--- src/inc/usart_lin_pkg.sv ---
// register map, field positions, reset values and types of the serial unit
// assumes one 20 MHz clock and a plain strobe register port
package usart_lin_pkg;
	// register port request, one per cycle
	typedef struct packed {
		logic [7:0]  addr;
		logic [31:0] wdata;
		logic        wr;
		logic        rd;
	} regReq_t;
	// one byte beat of the dma streams
	typedef struct packed {
		logic       valid;
		logic [7:0] data;
	} byteBeat_t;
	// operating modes of the unit
	typedef enum logic [1:0] {
		MODE_NORMAL     = 2'h0,
		MODE_HANDSHAKE  = 2'h1,
		MODE_ISO_T1     = 2'h2,
		MODE_LIN_MASTER = 2'h3
	} serMode_t;
	// register byte offsets
	localparam logic [7:0] OFS_CTRL    = 8'h00;
	localparam logic [7:0] OFS_MODE    = 8'h04;
	localparam logic [7:0] OFS_BUSMODE = 8'h08;
	localparam logic [7:0] OFS_IDENT   = 8'h0c;
	localparam logic [7:0] OFS_STATUS  = 8'h10;
	localparam logic [7:0] OFS_MASK    = 8'h14;
	localparam logic [7:0] OFS_RXDATA  = 8'h18;
	localparam logic [7:0] OFS_BAUD    = 8'h1c;
	// command bits of the control register
	localparam int CTRL_RX_RESET = 0;
	localparam int CTRL_RTS_HIGH = 1;
	localparam int CTRL_RTS_LOW  = 2;
	// status and mask bit positions
	localparam int ST_IDENT  = 0;
	localparam int ST_RXBYTE = 1;
	localparam int ST_TXDONE = 2;
	localparam int ST_BREAK  = 3;
	localparam int ST_W      = 4;
	// reset values
	localparam logic [15:0] BAUD_RST = 16'h000a;
	localparam logic [ST_W-1:0] MASK_RST = 4'h0;
	// framing counts, in oversample ticks and bits
	localparam int OVERSAMPLE  = 16;
	localparam int BREAK_BITS  = 13;
	localparam int FRAME_BITS  = 10;
	localparam int BREAK_TICKS = BREAK_BITS * OVERSAMPLE;
	localparam int HALF_BIT    = OVERSAMPLE / 2;
	localparam logic [7:0] SYNC_BYTE = 8'h55;
endpackage : usart_lin_pkg

--- src/baud_tick.sv ---
// oversample tick divider: one-cycle enable every divisor+1 clocks
// assumes divisor is held steady by software while the link is in use
`timescale 1ns/1ps
module baud_tick #(
	parameter int W = 16
) (
	// clock and reset
	input  wire logic         clock,
	input  wire logic         rst_n,
	// divider setting
	input  wire logic [W-1:0] divisor,
	// tick out
	output logic              tick
);
	logic [W-1:0] cnt_r;  // running count
	logic         tick_r; // registered pulse
	wire          wrap = (cnt_r >= divisor);
	// count up and wrap
	always_ff @(posedge clock) begin
		if (!rst_n) begin
			cnt_r  <= '0;
			tick_r <= 1'b0;
		end else begin
			cnt_r  <= wrap ? '0 : W'(cnt_r + 1'b1);
			tick_r <= wrap;
		end
	end
	assign tick = tick_r;
endmodule : baud_tick

--- src/rx_sync.sv ---
// three-stage pin synchroniser, level follows once stages two and three agree
// assumes the pin idles high
`timescale 1ns/1ps
module rx_sync (
	// clock and reset
	input  wire logic clock,
	input  wire logic rst_n,
	// raw pin and clean level
	input  wire logic pinIn,
	output logic      level
);
	logic s1_r; // metastable stage, read only by s2_r
	logic s2_r; // second stage
	logic s3_r; // third stage
	logic lv_r; // accepted level
	// shift the pin through and accept agreed values
	always_ff @(posedge clock) begin
		if (!rst_n) begin
			s1_r <= 1'b1;
			s2_r <= 1'b1;
			s3_r <= 1'b1;
			lv_r <= 1'b1;
		end else begin
			s1_r <= pinIn;
			s2_r <= s1_r;
			s3_r <= s2_r;
			if (s2_r == s3_r) lv_r <= s3_r;
		end
	end
	assign level = lv_r;
endmodule : rx_sync

--- src/usart_lin_handshake_dma.sv ---
// serial unit with lin master header, dma streams, rts forcing, t1 rx lock
// assumes a dma engine on dmaTx/dmaRx and software on the strobe register port
// Contract
// - ident write starts header once dma ready
// - header ident comes from register, not dma
// - ident interrupt only on received header
// - lin with select one never starts dma
// - handshake mode leaves rts low
// - force-high command drives rts high
// - force-low command drives rts low, unless force-high is written with it
//
// The implementer's own choices: the plain strobed port and the register addresses.
`timescale 1ns/1ps
module usart_lin_handshake_dma #(
	parameter int DIV_W = 16
) (
	// clock and reset
	input  wire logic                   clock,
	input  wire logic                   rst_n,
	// register port
	input  wire usart_lin_pkg::regReq_t regReq,
	output logic [31:0]                 rdata,
	// dma streams
	input  wire usart_lin_pkg::byteBeat_t dmaTx,
	output logic                        dmaTxReady,
	output usart_lin_pkg::byteBeat_t    dmaRx,
	// serial pins
	input  wire logic                   rxdPin,
	output logic                        txd,
	output logic                        rts,
	// interrupt
	output logic                        irq
);
	import usart_lin_pkg::*;
	typedef enum logic [3:0] {
		TX_IDLE = 4'b0001, TX_BREAK = 4'b0010, TX_DELIM = 4'b0100, TX_SHIFT = 4'b1000
	} txState_t;
	typedef enum logic [3:0] {
		RX_IDLE = 4'b0001, RX_START = 4'b0010, RX_DATA = 4'b0100, RX_STOP = 4'b1000
	} rxState_t;
	// configuration and status registers
	serMode_t         mode_r;     // operating mode
	logic             hdrSel_r;   // dma_header_mode_sel
	logic [7:0]       identReg_r; // frame_ident to send
	logic [7:0]       identRx_r;  // last received ident
	logic [DIV_W-1:0] baud_r;     // tick divisor
	logic [ST_W-1:0]  status_r;   // sticky events
	logic [ST_W-1:0]  mask_r;     // interrupt mask
	logic [31:0]      rdata_r;    // read data
	logic             irq_r;      // interrupt level
	logic             rts_r;      // rts pin
	// transmit state
	txState_t  txState_r, txStateNxt;
	logic [7:0] sub_r, subNxt;      // tick counter in bit or break
	logic [9:0] shift_r, shiftNxt;  // frame shifter, lsb out first
	logic [3:0] bit_r, bitNxt;      // bit index
	logic [1:0] hdrLeft_r, hdrLeftNxt; // header bytes still to send
	logic       identArm_r, identArmNxt; // header armed by ident write
	logic       linFrame_r, linFrameNxt; // lin frame open for dma data
	logic       txd_r, ready_r;
	logic       txDoneEv;
	// receive state
	rxState_t   rxState_r, rxStateNxt;
	logic [7:0] rsub_r, rsubNxt;
	logic [7:0] rshift_r, rshiftNxt;
	logic [3:0] rbit_r, rbitNxt;
	logic       rxPrev_r;        // previous clean level
	logic       rxLock_r;        // t1 reception blocked
	logic [1:0] hdrRx_r;         // 0 none, 1 break seen, 2 sync seen
	logic [7:0] rxData_r;        // last received byte
	byteBeat_t  dmaRx_r;
	logic       frameEv;         // stop bit sampled
	// helpers
	logic tick;
	logic rxIn;
	baud_tick #(.W(DIV_W)) u_tick (
		.clock   (clock),
		.rst_n   (rst_n),
		.divisor (baud_r),
		.tick    (tick)
	);
	rx_sync u_sync (
		.clock (clock),
		.rst_n (rst_n),
		.pinIn (rxdPin),
		.level (rxIn)
	);
	// register decode
	wire wrCtrl    = regReq.wr && (regReq.addr == OFS_CTRL);
	wire wrMode    = regReq.wr && (regReq.addr == OFS_MODE);
	wire wrBusMode = regReq.wr && (regReq.addr == OFS_BUSMODE);
	wire wrIdent   = regReq.wr && (regReq.addr == OFS_IDENT);
	wire wrStatus  = regReq.wr && (regReq.addr == OFS_STATUS);
	wire wrMask    = regReq.wr && (regReq.addr == OFS_MASK);
	wire wrBaud    = regReq.wr && (regReq.addr == OFS_BAUD);
	// commands act only on a written one
	wire rxResetCmd = wrCtrl && regReq.wdata[CTRL_RX_RESET];
	wire rtsHighCmd = wrCtrl && regReq.wdata[CTRL_RTS_HIGH];
	wire rtsLowCmd  = wrCtrl && regReq.wdata[CTRL_RTS_LOW];
	wire linMaster  = (mode_r == MODE_LIN_MASTER);
	wire isoT1      = (mode_r == MODE_ISO_T1);
	// read mux, control register reads zero
	wire [31:0] rdMux =
		(regReq.addr == OFS_MODE)    ? {30'h0, mode_r} :
		(regReq.addr == OFS_BUSMODE) ? {31'h0, hdrSel_r} :
		(regReq.addr == OFS_IDENT)   ? {16'h0, identRx_r, identReg_r} :
		(regReq.addr == OFS_STATUS)  ? {28'h0, status_r} :
		(regReq.addr == OFS_MASK)    ? {28'h0, mask_r} :
		(regReq.addr == OFS_RXDATA)  ? {24'h0, rxData_r} :
		(regReq.addr == OFS_BAUD)    ? {{(32 - DIV_W){1'b0}}, baud_r} : 32'h0;
	// transmit decode
	wire txIdle  = (txState_r == TX_IDLE);
	wire take    = ready_r && dmaTx.valid;
	// header waits until the dma transfer offers its first byte
	wire hdrStart = txIdle && identArm_r && dmaTx.valid;
	wire [7:0] txLimit = (txState_r == TX_BREAK) ? 8'(BREAK_TICKS - 1) : 8'(OVERSAMPLE - 1);
	wire txStep  = tick && (sub_r == txLimit);
	// dma data flows freely outside lin; in lin only after header, select zero
	wire dmaOkNxt = linMaster ? (!hdrSel_r && linFrameNxt) : 1'b1;
	wire readyNxt = (txStateNxt == TX_IDLE) && (hdrLeftNxt == 2'd0) && !identArmNxt && dmaOkNxt;
	wire txdNxt   = (txStateNxt == TX_BREAK) ? 1'b0 :
		(txStateNxt == TX_SHIFT) ? shiftNxt[0] : 1'b1;
	// transmit sequencer
	always_comb begin
		txStateNxt  = txState_r;
		subNxt      = sub_r;
		shiftNxt    = shift_r;
		bitNxt      = bit_r;
		hdrLeftNxt  = hdrLeft_r;
		identArmNxt = identArm_r;
		linFrameNxt = linFrame_r;
		txDoneEv    = 1'b0;
		case (txState_r)
			TX_IDLE: begin
				if (hdrStart) begin
					txStateNxt  = TX_BREAK;
					subNxt      = 8'h00;
					identArmNxt = 1'b0;
					linFrameNxt = 1'b1;
					hdrLeftNxt  = 2'd2;
				end else if (hdrLeft_r != 2'd0) begin
					// sync first, then the register ident, never a dma byte
					shiftNxt   = {1'b1, (hdrLeft_r == 2'd2) ? SYNC_BYTE : identReg_r, 1'b0};
					hdrLeftNxt = 2'(hdrLeft_r - 1'b1);
					txStateNxt = TX_SHIFT;
					subNxt     = 8'h00;
					bitNxt     = 4'h0;
				end else if (take) begin
					shiftNxt   = {1'b1, dmaTx.data, 1'b0};
					txStateNxt = TX_SHIFT;
					subNxt     = 8'h00;
					bitNxt     = 4'h0;
				end else if (!dmaTx.valid) begin
					// dma drained: the lin frame is over
					linFrameNxt = 1'b0;
				end
				// arm on ident write, lin master with select zero only
				if (wrIdent && linMaster && !hdrSel_r) identArmNxt = 1'b1;
			end
			TX_BREAK, TX_DELIM: begin
				if (tick) subNxt = 8'(sub_r + 1'b1);
				if (txStep) begin
					subNxt     = 8'h00;
					txStateNxt = (txState_r == TX_BREAK) ? TX_DELIM : TX_IDLE;
				end
			end
			TX_SHIFT: begin
				if (tick) subNxt = 8'(sub_r + 1'b1);
				if (txStep) begin
					subNxt   = 8'h00;
					shiftNxt = {1'b1, shift_r[9:1]};
					bitNxt   = 4'(bit_r + 1'b1);
					if (bit_r == 4'(FRAME_BITS - 1)) begin
						txStateNxt = TX_IDLE;
						bitNxt     = 4'h0;
						txDoneEv   = 1'b1;
					end
				end
			end
			default: txStateNxt = TX_IDLE;
		endcase
		if (wrIdent && !txIdle && linMaster && !hdrSel_r) identArmNxt = 1'b1;
	end
	// transmit registers
	always_ff @(posedge clock) begin
		if (!rst_n) begin
			txState_r  <= TX_IDLE;
			sub_r      <= 8'h00;
			shift_r    <= 10'h3ff;
			bit_r      <= 4'h0;
			hdrLeft_r  <= 2'd0;
			identArm_r <= 1'b0;
			linFrame_r <= 1'b0;
			txd_r      <= 1'b1;
			ready_r    <= 1'b0;
		end else begin
			txState_r  <= txStateNxt;
			sub_r      <= subNxt;
			shift_r    <= shiftNxt;
			bit_r      <= bitNxt;
			hdrLeft_r  <= hdrLeftNxt;
			identArm_r <= identArmNxt;
			linFrame_r <= linFrameNxt;
			txd_r      <= txdNxt;
			ready_r    <= readyNxt;
		end
	end
	// receive decode
	wire rxFall  = rxPrev_r && !rxIn;
	wire rxHalf  = tick && (rsub_r == 8'(HALF_BIT - 1));
	wire rxFull  = tick && (rsub_r == 8'(OVERSAMPLE - 1));
	wire breakEv = frameEv && (rshift_r == 8'h00) && !rxIn;
	wire byteEv  = frameEv && !breakEv;
	// ident event comes only from a received header
	wire identEv = byteEv && linMaster && (hdrRx_r == 2'd2);
	// receive sequencer
	always_comb begin
		rxStateNxt = rxState_r;
		rsubNxt    = rsub_r;
		rshiftNxt  = rshift_r;
		rbitNxt    = rbit_r;
		frameEv    = 1'b0;
		case (rxState_r)
			RX_IDLE: begin
				if (rxFall && !rxLock_r) begin
					rxStateNxt = RX_START;
					rsubNxt    = 8'h00;
				end
			end
			RX_START: begin
				if (tick) rsubNxt = 8'(rsub_r + 1'b1);
				if (rxHalf) begin
					rsubNxt    = 8'h00;
					rbitNxt    = 4'h0;
					rxStateNxt = rxIn ? RX_IDLE : RX_DATA;
				end
			end
			RX_DATA: begin
				if (tick) rsubNxt = 8'(rsub_r + 1'b1);
				if (rxFull) begin
					rsubNxt   = 8'h00;
					rshiftNxt = {rxIn, rshift_r[7:1]};
					rbitNxt   = 4'(rbit_r + 1'b1);
					if (rbit_r == 4'h7) rxStateNxt = RX_STOP;
				end
			end
			RX_STOP: begin
				if (tick) rsubNxt = 8'(rsub_r + 1'b1);
				if (rxFull) begin
					frameEv    = 1'b1;
					rxStateNxt = RX_IDLE;
				end
			end
			default: rxStateNxt = RX_IDLE;
		endcase
	end
	// receive registers; soft reset clears the receiver and its lock
	always_ff @(posedge clock) begin
		if (!rst_n || rxResetCmd) begin
			rxState_r <= RX_IDLE;
			rsub_r    <= 8'h00;
			rshift_r  <= 8'h00;
			rbit_r    <= 4'h0;
			rxLock_r  <= 1'b0;
			hdrRx_r   <= 2'd0;
		end else begin
			rxState_r <= rxStateNxt;
			rsub_r    <= rsubNxt;
			rshift_r  <= rshiftNxt;
			rbit_r    <= rbitNxt;
			// t1 reception dies after any transmitted byte
			if (isoT1 && txDoneEv) rxLock_r <= 1'b1;
			// lin header tracker: break, sync, ident
			if (breakEv) hdrRx_r <= 2'd1;
			else if (byteEv) hdrRx_r <= (hdrRx_r == 2'd1 && rshift_r == SYNC_BYTE) ? 2'd2 : 2'd0;
		end
	end
	// received data and dma beat
	always_ff @(posedge clock) begin
		if (!rst_n) begin
			rxData_r  <= 8'h00;
			identRx_r <= 8'h00;
			dmaRx_r   <= '0;
			rxPrev_r  <= 1'b1;
		end else begin
			rxPrev_r      <= rxIn;
			dmaRx_r.valid <= byteEv;
			if (byteEv) rxData_r <= rshift_r;
			if (byteEv) dmaRx_r.data <= rshift_r;
			if (identEv) identRx_r <= rshift_r;
		end
	end

	// event vector; a new event beats a same-cycle clear
	wire [ST_W-1:0] evVec = {breakEv, txDoneEv, byteEv, identEv};
	wire [ST_W-1:0] clrVec = wrStatus ? regReq.wdata[ST_W-1:0] : '0;

	// configuration, status, interrupt and read data
	always_ff @(posedge clock) begin
		if (!rst_n) begin
			mode_r     <= MODE_NORMAL;
			hdrSel_r   <= 1'b0;
			identReg_r <= 8'h00;
			baud_r     <= DIV_W'(BAUD_RST);
			status_r   <= '0;
			mask_r     <= MASK_RST;
			rdata_r    <= 32'h0;
			irq_r      <= 1'b0;
		end else begin
			if (wrMode) mode_r <= serMode_t'(regReq.wdata[1:0]);
			if (wrBusMode) hdrSel_r <= regReq.wdata[0];
			if (wrIdent) identReg_r <= regReq.wdata[7:0];
			if (wrBaud) baud_r <= regReq.wdata[DIV_W-1:0];
			if (wrMask) mask_r <= regReq.wdata[ST_W-1:0];
			status_r <= (status_r & ~clrVec) | evVec;
			rdata_r  <= regReq.rd ? rdMux : 32'h0;
			irq_r    <= |(status_r & mask_r);
		end
	end

	// rts: only the force commands move it; handshake mode never raises it
	always_ff @(posedge clock) begin
		if (!rst_n) rts_r <= 1'b0;
		else if (rtsHighCmd) rts_r <= 1'b1;
		else if (rtsLowCmd) rts_r <= 1'b0;
	end

	// outputs
	assign rdata      = rdata_r;
	assign dmaTxReady = ready_r;
	assign dmaRx      = dmaRx_r;
	assign txd        = txd_r;
	assign rts        = rts_r;
	assign irq        = irq_r;
endmodule : usart_lin_handshake_dma

--- config.mk ---
export PLATFORM = sky130hd
export DESIGN_NAME = usart_lin_handshake_dma
export DESIGN_NICKNAME = d
export VERILOG_FILES = /design/src/inc/usart_lin_pkg.sv /design/src/baud_tick.sv /design/src/rx_sync.sv /design/src/usart_lin_handshake_dma.sv
export SDC_FILE = /design/constraint.sdc
export NUM_CORES = 1
export LEC_CHECK = 0
export ABC_AREA = 1
export BUFFER_PORTS_ARGS = -buffer_cell sky130_fd_sc_hd__buf_2
export CAP_MARGIN = 15
export CELL_PAD_IN_SITES_DETAIL_PLACEMENT = 1
export CELL_PAD_IN_SITES_GLOBAL_PLACEMENT = 1
export CORE_MARGIN = 4
export CORE_UTILIZATION = 35
export DETAILED_ROUTE_END_ITERATION = 8
export PLACE_DENSITY = 0.66
export RECOVER_POWER = 50
export SLEW_MARGIN = 15
export SYNTH_ARGS = -nofsm -noshare
export SYNTH_HDL_FRONTEND = slang
export SYNTH_SLANG_ARGS = --single-unit
--- constraint.sdc ---
create_clock -name clock -period 2.8 [get_ports clock]
set_input_delay 0.14 -clock clock [delete_from_list [all_inputs] [get_ports clock]]
set_output_delay 0.14 -clock clock [all_outputs]
set_load 0.05 [all_outputs]
# After elaboration in Yosys (flattened, before gate mapping)
# Index checks and enable logic that the tools add are counted.
# word_totals
out_inout_bits,45
register_bits,167
word_cells,232
# op_classes
mux,75
n_addsub,6
n_reduce_logical,66
n_bitwise,6
n_lt_le_gt_ge,1
eq_ne,40
# ops
cell,n
two-way mux 8 bit,11
two-way mux 16 bit,5
two-way mux 4 bit,19
two-way mux 10 bit,4
logical AND 1 bit,34
equality test 8 x 5 -> 1 bit (second input constant),4
case mux 8 bit (4 select lines),1
equality test 8 x 4 -> 1 bit (second input constant),3
two-way mux 1 bit,21
case mux 10 bit (2 select lines),1
adder 16 x 1 -> 16 bit (second input constant),1
adder 8 x 1 -> 8 bit (second input constant),2
equality test 4 bit (second input constant),4
equality test 8 x 3 -> 1 bit (second input constant),2
greater-or-equal comparator 16 bit,1
zero test 8 bit,2
case mux 4 bit (2 select lines),2
case mux 4 bit (4 select lines),1
case mux 8 bit (2 select lines),1
inequality test 2 bit (second input constant),7
equality test 4 x 1 -> 1 bit (second input constant),3
equality test 4 x 2 -> 1 bit (second input constant),3
equality test 4 x 3 -> 1 bit (second input constant),3
two-way mux 2 bit,6
other kinds (28),53

# Logic depth before layout (Yosys ltp)
# Gate-level depths: netlist of the first run.
# logic_depth
word_depth,11
mapped_depth,13
depth_no_buf,13

# By module
# From an unflattened synthesis of the first run, not the netlist that was laid out.
# hier_totals
hier_cells,1027
hier_area_um2,7377.1
# modules_own_cells
mod,cells_per_inst,n_inst,area_each_um2
usart_lin_handshake_dma,841,1,6037.0
baud_tick,169,1,1206.2
rx_sync,17,1,133.9

# Least setup slack after synthesis of the first run
# Ideal clock, no wire load.
# synth_path
path_kind,reg-to-reg
start,register baud_r[15]
end,register u_tick.cnt_r[10]
setup_slack_ns,1.186
arrival_time_ns,1.498
t_required_ns,2.684
period_less_slack_ns,1.614
path_buffers,1
path_stages_with_launch,9
path_cell_list,dfxtp_1 > inv_1 > ha_1 > nand4_1 > nor3_1 > nand3_1 > nand4_1 > buf_2 > nor2_1
# synth_via
elab_chain_len,2
# synth_lines
element,line_no,text
"start, declared",usart_lin_handshake_dma.sv:46,logic [DIV_W-1:0] baud_r;
"start signal, assigned",usart_lin_handshake_dma.sv:304,baud_r <= DIV_W'(BAUD_RST);
"start signal, assigned",usart_lin_handshake_dma.sv:313,if (wrBaud) baud_r <= regReq.wdata[DIV_W-1:0];
greater-or-equal comparator 16 bit,baud_tick.sv:17,wire wrap = (cnt_r >= divisor);
OR reduction 2 bit (no source line),n/a,
"end signal, assigned",baud_tick.sv:24,cnt_r <= wrap ? '0 : W'(cnt_r + 1'b1);
"end, declared",baud_tick.sv:15,logic [W-1:0] cnt_r;
# No other way between the ends.
# A chain may end at the register's enable or synchronous reset.

# Worst setup path after layout of the first run
# layout_path
start,input regReq[35] in the netlist's numbering
end,register ready_r (netlist: dmaTxReady)
# layout_via
elab_chain_len,10
word_cells_on_any_way,13
classes_between,eq/ne (1); mux (3); reduce/logical (9)
# layout_lines
element,line_no,text
"start, declared",usart_lin_handshake_dma.sv:21,"input wire usart_lin_pkg::regReq_t regReq,"
equality test 8 x 4 -> 1 bit (*),usart_lin_handshake_dma.sv:92,wire wrIdent = regReq.wr && (regReq.addr == OFS_IDENT);
logical AND 1 bit (*),usart_lin_handshake_dma.sv:92,
logical AND 1 bit (2 in a row),usart_lin_handshake_dma.sv:158,if (wrIdent && linMaster && !hdrSel_r) identArmNxt = 1'b1;
two-way mux 1 bit,usart_lin_handshake_dma.sv:158,
two-way mux 1 bit,usart_lin_handshake_dma.sv:133,case (txState_r)
two-way mux 1 bit (*),usart_lin_handshake_dma.sv:182,if (wrIdent && !txIdle && linMaster && !hdrSel_r) identArmNxt = 1'b1;
zero test 1 bit (*),usart_lin_handshake_dma.sv:120,wire readyNxt = (txStateNxt == TX_IDLE) && (hdrLeftNxt == 2'd0) && !identArmNxt && dmaOkNxt;
logical AND 1 bit (*) (2 in a row),usart_lin_handshake_dma.sv:120,
"end signal, assigned",usart_lin_handshake_dma.sv:205,ready_r <= readyNxt;
"end, declared",usart_lin_handshake_dma.sv:60,"logic txd_r, ready_r;"
# Every way passes the cells marked *; elsewhere a longest branch is shown, timed or not.

==> out/metrics.yaml, run 1 <==
status: "completed"
worstPathRequired_ns: 3.11
grt_pass1_vias: 6670
ys_top_cells_by_count: "nand2_1, dfxtp_1, inv_1, a21oi_1, nor2_1"
cp.buffers_inverters: 2
grt_use_total: 0.1826
drv_slew: 0
clock_latency_ns: 0.42
switchingPower_mw: 1.458
path_cells: "buf_2 > nor2_1 > nand3_2 > nor2_1 > inv_1 > nor2_4 > nand2_1 > nand2_1 > nor2_1 > o21ai_0 > nor2_1"
p_comb_frac: 0.121
clock_skew_ns: 0.008195
critPathMostFrequentCell: "nor2_1"
maxCapViolCount: 0
clkPwrFrac: 0.468
hold_end: "baud_r[10]$_SDFFE_PN0P_"
hpwl_mm: 15.44
fin_ws_ns: 0.6398
drive_gt1_frac: 0.09528
via_count: 6557
ys.flop_type: "dfxtp_1"
worstHoldStart: "regReq[12]"
cts_buffers: 17
cts_tree: "done"
power.total_mw: 5.476
vias_per_cell: 4.853
holdPathStages: 3
cp-end-kind: "register"
min_period_ns: 2.160
numClockSinks: 151
drt_iter0_markers: 251
slew-limit-headroom: 0.1340
chipWidth_um: 151.7
start_util: 0.3561
cts_setup_buffers: 0
hold_path_class: "in -> reg"
netlist_instances: 991
worst_pin_slew_ns: 1.299
synth_top_area_cell: "dfxtp_1"
post-place-ws_ns: 0.7659
seqPwrFrac: 0.412
area.sequential_um2: 3023
power_density_nw_per_um2: 650.3
fin_crit_sh: 0.7715
slowest_stage: "nor2_1"
hold_buffers: 8
root_buffer: "clkbuf_16"
synth_top_area_frac: 0.4182
holdWs_ns: 0.01281
drtPass1Iterations: 4
post_cts_resized: 0
rows: 52
grt_overflow: 0
yosysWarnings: 0
cp_max_fo: 16
ys_ff_latch: 151
wire_per_inst_um: 15.21
hold_viol: 0
synth_edf_count: 0
grt_pass1_wl_mm: 33.18
n_antenna_cell: 0
htreeDepth: 4
switching_share: 0.2663
wl_mm: 20.55
finalSetupTns_ns: 0
worstPathArrival_ns: 2.47
grt_start_max_net_pins: 66
gp_congestion: 0.7999
slowest_delay_ns: 0.85
synthArstFlopShare: 0
fill_cells: 2582
p_int_mw: 4.018
reg2reg_slack_ns: 0.66
clock.fmax_ghz: 0.4629
rr_startpoint: "sub_r[0]$_SDFFE_PN0P_"
critPathLaunchType: "input pin"
multiInputGateArea_um2: 3513
synth_most_common_cell: "nand2_1"
synth_cell_types: 42
drc: 0
path_clk_slew_ns: 0.07
cpLargestDelayFamily: "simple AND/OR/NAND/NOR gates"
synth_area_per_cell_um2: 7.294
design.core.area_um2: 20300
area_growth_pct: 16.50
rsz0062_at_grt: "no"
r2r_cells: 12
p_leak_nw: 3.522
syn-cell-area_um2: 7228
antenna_found_initial: 0
ys_top_cells_by_area: "dfxtp_1, nand2_1, a21oi_1"
path_class: "in -> reg"
r2r_end: "bit_r[1]$_SDFFE_PN0P_"
io_pins: 99
setup_viol: 0
die_h_um: 151.7
ant_nets: 0
ir_worst_vdd_uv: 366.1
finalNetCount: 1144
clock_path_buffers: 2
portBuffers: 66
die_area_um2: 23010
seq_area_frac_synth: 0.4182
## worst max path at each step
stage	depth (start not counted)	startpoint	slack (ns)	end
floorplan	8	baud_r[15]$_SDFFE_PN0P_	1.19	u_tick.cnt_r[10]$_SDFF_PP0_
detailed placement	9	hdrLeft_r[0]$_SDFF_PN0_	0.77	bit_r[0]$_SDFFE_PN0P_
global route	11	regReq[35]	0.32	dmaTxReady$_SDFF_PN0_
CTS	9	hdrLeft_r[0]$_SDFF_PN0_	0.74	bit_r[0]$_SDFFE_PN0P_
global placement	9	hdrLeft_r[0]$_SDFF_PN0_	0.77	bit_r[0]$_SDFFE_PN0P_
finish	11	regReq[35]	0.64	dmaTxReady$_SDFF_PN0_
## metrics by stage
stage	area [um^2]	utilization	instances
2_1_floorplan	7284	-	1006
3_3_place_gp	7772	0.3829	1311
3_5_place_dp	7772	0.3829	1311
4_1_cts	8513	0.4194	1351
5_1_grt	8421	0.4148	1351
6_report	8421	0.4148	1351
## kinds of logic after synthesis
group / synth area share
compound gates: 0.1669
xor+xnor: 0.02544
fa+ha+maj: 0.03808
buf+inv: 0.09676
flops: 0.4182
other cells: 0.0005188
simple gates: 0.2541
## worst register-to-register path, cell delays in order, from the launching register on
cell	delay (ns)
dfxtp_1	0.40
ha_1	0.22
nand2_1	0.06
inv_1	0.06
nand2_1	0.05
nor2_1	0.21
nand3_4	0.20
nand2_2	0.12
nand2_1	0.24
inv_2	0.22
nand2_1	0.09
nand2_1	0.09
nor2_1	0.07
## power groups by stage
stage | Combinational (mW) | Sequential [mW] | Clock [mW]
finish | 0.661 | 2.25 | 2.56
global route | 0.747 | 2.26 | 2.72
CTS | 0.673 | 2.25 | 2.62
detailed placement | 0.658 | 2.30 | 0
global placement | 0.656 | 2.30 | 0
floorplan | 0.483 | 2.30 | 0
## area by class of cell
class,instances,share of cell area
multi-input combinational,694,0.4172
sequential,151,0.3590
inverter,122,0.05453
clock buffer,18,0.05215
timing repair buffer,82,0.05067
tap,270,0.04012
clock inverter,14,0.02630
## layer usage
metal / vias up / track usage / share of wire
li1: 3383 / - / -
met1: 3073 / 0.2432 / 0.48
met2: 88 / 0.3098 / 0.48
met3: 13 / 0.02855 / 0.031
met4: 0 / 0.04627 / 0.0082
met5: - / 0 / 0
## state kept, by name, indices dropped and copies added (netlist names), 2 cells and up
name and count:
rbit_r 4, rshift_r 8, bit_r 4, rxState_r 4, sub_r 8, shift_r 10
mask_r 4, baud_r 16, status_r 4, hdrLeft_r 2, u_tick.cnt_r 16, mode_r 2
identReg_r 8, dmaRx 9, hdrRx_r 2, rdata 16, rsub_r 8, txState_r 4
identRx_r 8
## cells in the final DEF (no fill, tap or decap), types with 4 or more instances in the layout
cell type / synthesis / routed
buf_4: 19 / 6
nor3_1: 12 / 13
a21oi_1: 108 / 108
nand4_1: 15 / 15
clkbuf_1: 11 / 31
o2111ai_1: 8 / 8
xnor2_1: 5 / 5
dlygate4sd3_1: 0 / 8
nand3_1: 56 / 58
a22oi_1: 4 / 4
inv_1: 113 / 113
nand2_1: 197 / 197
buf_2: 6 / 36
nor2_1: 99 / 104
inv_2: 7 / 7
ha_1: 22 / 22
conb_1: 1 / 16
bufinv_16: 0 / 5
nand2_2: 5 / 5
o21ai_0: 89 / 89
xor2_1: 16 / 16
clkbuf_16: 0 / 17
dfxtp_1: 151 / 151
No activity file was read; power rests on OpenSTA's default activity.
==> run 2, diff against run 1 <==
ABC_AREA = 0   (was 1)
PLACE_DENSITY = 0.63   (was 0.66)
clock period = 2 ns   (was 2.8 ns; I/O delays follow)
==> run 2 against run 1 <==
The flow now finishes with violations (setup timing). Synthesized cell count fell by 15%. Critical path depth fell by 5. Critical path type is now reg -> reg. Largest cell class unchanged. Highest routed layer is now met5. Design area rose by 12%. Global-route usage rose by 1.2 points. Critical endpoint is now bit_r[1]$_SDFFE_PN0P_.
==> out/metrics.yaml, run 2 <==
ys_ff_latch: 151  # unchanged
portBuffers: 66  # unchanged
worstHoldStart: "regReq[2]"
worstPathRequired_ns: 2.36  # -0.75 ns
fin_ws_ns: -0.02338  # -0.6632 ns
synth_top_area_frac: 0.4115  # -0.006696
htreeDepth: 4  # unchanged
worstPathArrival_ns: 2.38  # -0.09 ns
cts_buffers: 17  # unchanged
slowest_stage: "or4b_4"
rows: 52  # unchanged
io_pins: 99  # unchanged
r2r_end: "bit_r[1]$_SDFFE_PN0P_"
fin_crit_sh: 1.012
area_growth_pct: 28.62
slowest_delay_ns: 0.58  # -0.27 ns
maxCapViolCount: 0  # unchanged
grt_overflow: 0  # unchanged
final_common_cell: "dfxtp_1"
power_density_nw_per_um2: 738.2  # +14%
holdWs_ns: 0.02161  # +0.008802 ns
drc: 0  # unchanged
worst_pin_slew_ns: 0.6838  # -0.6152 ns
violations: "setup timing"
clock_skew_ns: 0.007921  # -0.0002734 ns
n_antenna_cell: 0  # unchanged
critPathLaunchType: "register"
min_period_ns: 2.023
cp.buffers_inverters: 1  # -1
p_leak_nw: 3.636  # +3.2%
vias_per_cell: 5.322  # +9.6%
via_count: 6801  # +3.7%
ys_top_cells_by_count: "dfxtp_1, nor2_1, nand2_1, a21oi_1, nand3_1"
die_h_um: 152.9  # +0.77%
synth_cell_types: 78  # +86%
holdPathStages: 3  # unchanged
netlist_instances: 845  # -15%
start_util: 0.3596  # +0.003489
synth_area_per_cell_um2: 8.693  # +19%
cp-end-kind: "register"
cts_tree: "done"
synth_top_area_cell: "dfxtp_1"
hold_end: "mode_r[0]$_SDFFE_PN0P_"
finalNetCount: 1071  # -6.4%
ys.flop_type: "dfxtp_1"
chipWidth_um: 152.9  # +0.77%
status: "finished with violations"
hpwl_mm: 16.54  # +7.1%
ant_nets: 0  # unchanged
cpLargestDelayFamily: "simple AND/OR/NAND/NOR gates"
hold_viol: 0  # unchanged
r2r_cells: 6  # -6
slew-limit-headroom: 0.5461  # +0.4121
setup_viol: 4  # +4
clock_path_buffers: 2  # unchanged
die_area_um2: 23370  # +1.5%
grt_start_max_net_pins: 29  # -56%
synth_edf_count: 0  # unchanged
ir_worst_vdd_uv: 506.8  # +38%
antenna_found_initial: 3  # +3
numClockSinks: 151  # unchanged
seq_area_frac_synth: 0.4115  # -0.006696
drv_slew: 0  # unchanged
drive_gt1_frac: 0.2282  # +0.1329
wire_per_inst_um: 18.28  # +20%
grt_pass1_wl_mm: 37.07  # +12%
rr_startpoint: "txState_r[3]$_SDFF_PN0_"
wl_mm: 23.36  # +14%
yosysWarnings: 0  # unchanged
drtPass1Iterations: 6  # +2
root_buffer: "clkbuf_16"
syn-cell-area_um2: 7346  # +1.6%
path_class: "reg -> reg"
final_cell_mix: "dfxtp_1, nor2_1, nand2_1"
cp_max_fo: 6  # -10
drt_iter0_markers: 382  # +52%
clock_latency_ns: 0.43  # about the same
hold_path_class: "in -> reg"
reg2reg_slack_ns: -0.02  # -0.68 ns
grt_pass1_vias: 6897  # +3.4%
synthArstFlopShare: 0  # unchanged
fill_cells: 2438  # -5.6%
synth_most_common_cell: "dfxtp_1"
ys_top_cells_by_area: "dfxtp_1, mux2i_1, a21oi_1"
finalSetupTns_ns: -0.06081  # -0.06081 ns
path_clk_slew_ns: 0.07  # about the same
clock.fmax_ghz: 0.4942
gp_congestion: 0.8553  # +6.9%
rsz0062_at_grt: "yes"
design.core.area_um2: 20430  # +0.64%
path_cells: "or4b_4 > mux2i_4 > a31oi_4 > buf_6 > or3_4 > a21oi_2"
grt_use_total: 0.1942  # +0.01162
==> run 2: area by class of cell <==
| class | instances | area (um^2) | area share |
|---|---|---|---|
| clock buffers | 18 | 439.2 | 0.04648 |
| clock inverters | 14 | 166.4 | 0.01761 |
| inverters | 31 | 116.4 | 0.01232 |
| multi-input cells | 617 | 4190 | 0.4435 |
| flip-flops and latches | 151 | 3032 | 0.3209 |
| well taps | 270 | 337.8 | 0.03576 |
| repair buffers | 177 | 1166 | 0.1234 |
==> run 2: cell families (layout without fill, tap and decap cells) <==
| logic type | count (synthesis) | count (layout) | synth area share |
|---|---|---|---|
| other cells | 1 | 16 | 0.0005105 |
| fa+ha+maj | 22 | 22 | 0.03747 |
| compound gates | 212 | 213 | 0.1942 |
| xor+xnor | 22 | 22 | 0.02623 |
| buf+inv | 93 | 240 | 0.06336 |
| simple gates | 305 | 305 | 0.2098 |
| flops | 151 | 151 | 0.4115 |
| mux | 39 | 39 | 0.05689 |
==> run 2: what timing repair did <==
item,4_1_cts,5_1_grt
resized for setup,17,48
setup buffers,0,6
gates cloned,1,2
hold endpoints to repair,23,0
hold buffers,17,0
setup endpoints to repair,34,72
pin swaps,6,16
==> run 2: power breakdown <==
group,total (mW),internal [mW],switching [mW]
clock,3.34,1.91,1.43
combinational,0.557,0.204,0.353
sequential,3.08,3.05,0.0309
total,6.97,5.16,1.81
==> run 2: metrics by stage <==
step	instances	instance area [um^2]	setup WS, ns	power, mW	util
6_report	1278	9448	-0.02338	6.974	0.4625
3_3_place_gp	1220	8407	-0.07390	3.665	0.4115
2_1_floorplan	860	7421	-0.03400	3.491	-
5_1_grt	1278	9448	-0.1156	7.235	0.4625
3_5_place_dp	1220	8407	-0.08662	3.666	0.4115
4_1_cts	1270	9263	-0.01176	7.030	0.4534
==> run 2: worst min-delay path: cells and delay by family <==
kind / cells / cell delay (ns)
compound gates: 1 / 0.05
simple gates: 1 / 0.09
buf+inv: 1 / 0.16
==> run 2: worst max path at each step <==
| stage | end | slack [ns] | startpoint | cells after the start |
|---|---|---|---|---|
| floorplan | bit_r[2]$_SDFFE_PN0P_ | -0.03 | txState_r[3]$_SDFF_PN0_ | 6 |
| global placement | rsub_r[1]$_SDFFE_PP0P_ | -0.07 | rsub_r[4]$_SDFFE_PP0P_ | 5 |
| detailed placement | rsub_r[6]$_SDFFE_PP0P_ | -0.09 | rsub_r[4]$_SDFFE_PP0P_ | 5 |
| CTS | identRx_r[0]$_SDFFE_PN0P_ | -0.01 | rxState_r[0]$_SDFFE_PP1P_ | 7 |
| global route | dmaTxReady$_SDFF_PN0_ | -0.12 | txState_r[3]$_SDFF_PN0_ | 5 |
| finish | bit_r[1]$_SDFFE_PN0P_ | -0.02 | txState_r[3]$_SDFF_PN0_ | 6 |
==> run 2: layer usage <==
layer | routed length, um | share of wire | vias up | global-route usage
met4 | 433 | 0.019 | 6 | 0.05134
li1 | - | - | 3325 | -
met1 | 10860 | 0.46 | 3329 | 0.2551
met3 | 783 | 0.034 | 35 | 0.04100
met2 | 11250 | 0.48 | 106 | 0.3258
met5 | 34 | 0.0015 | - | 0
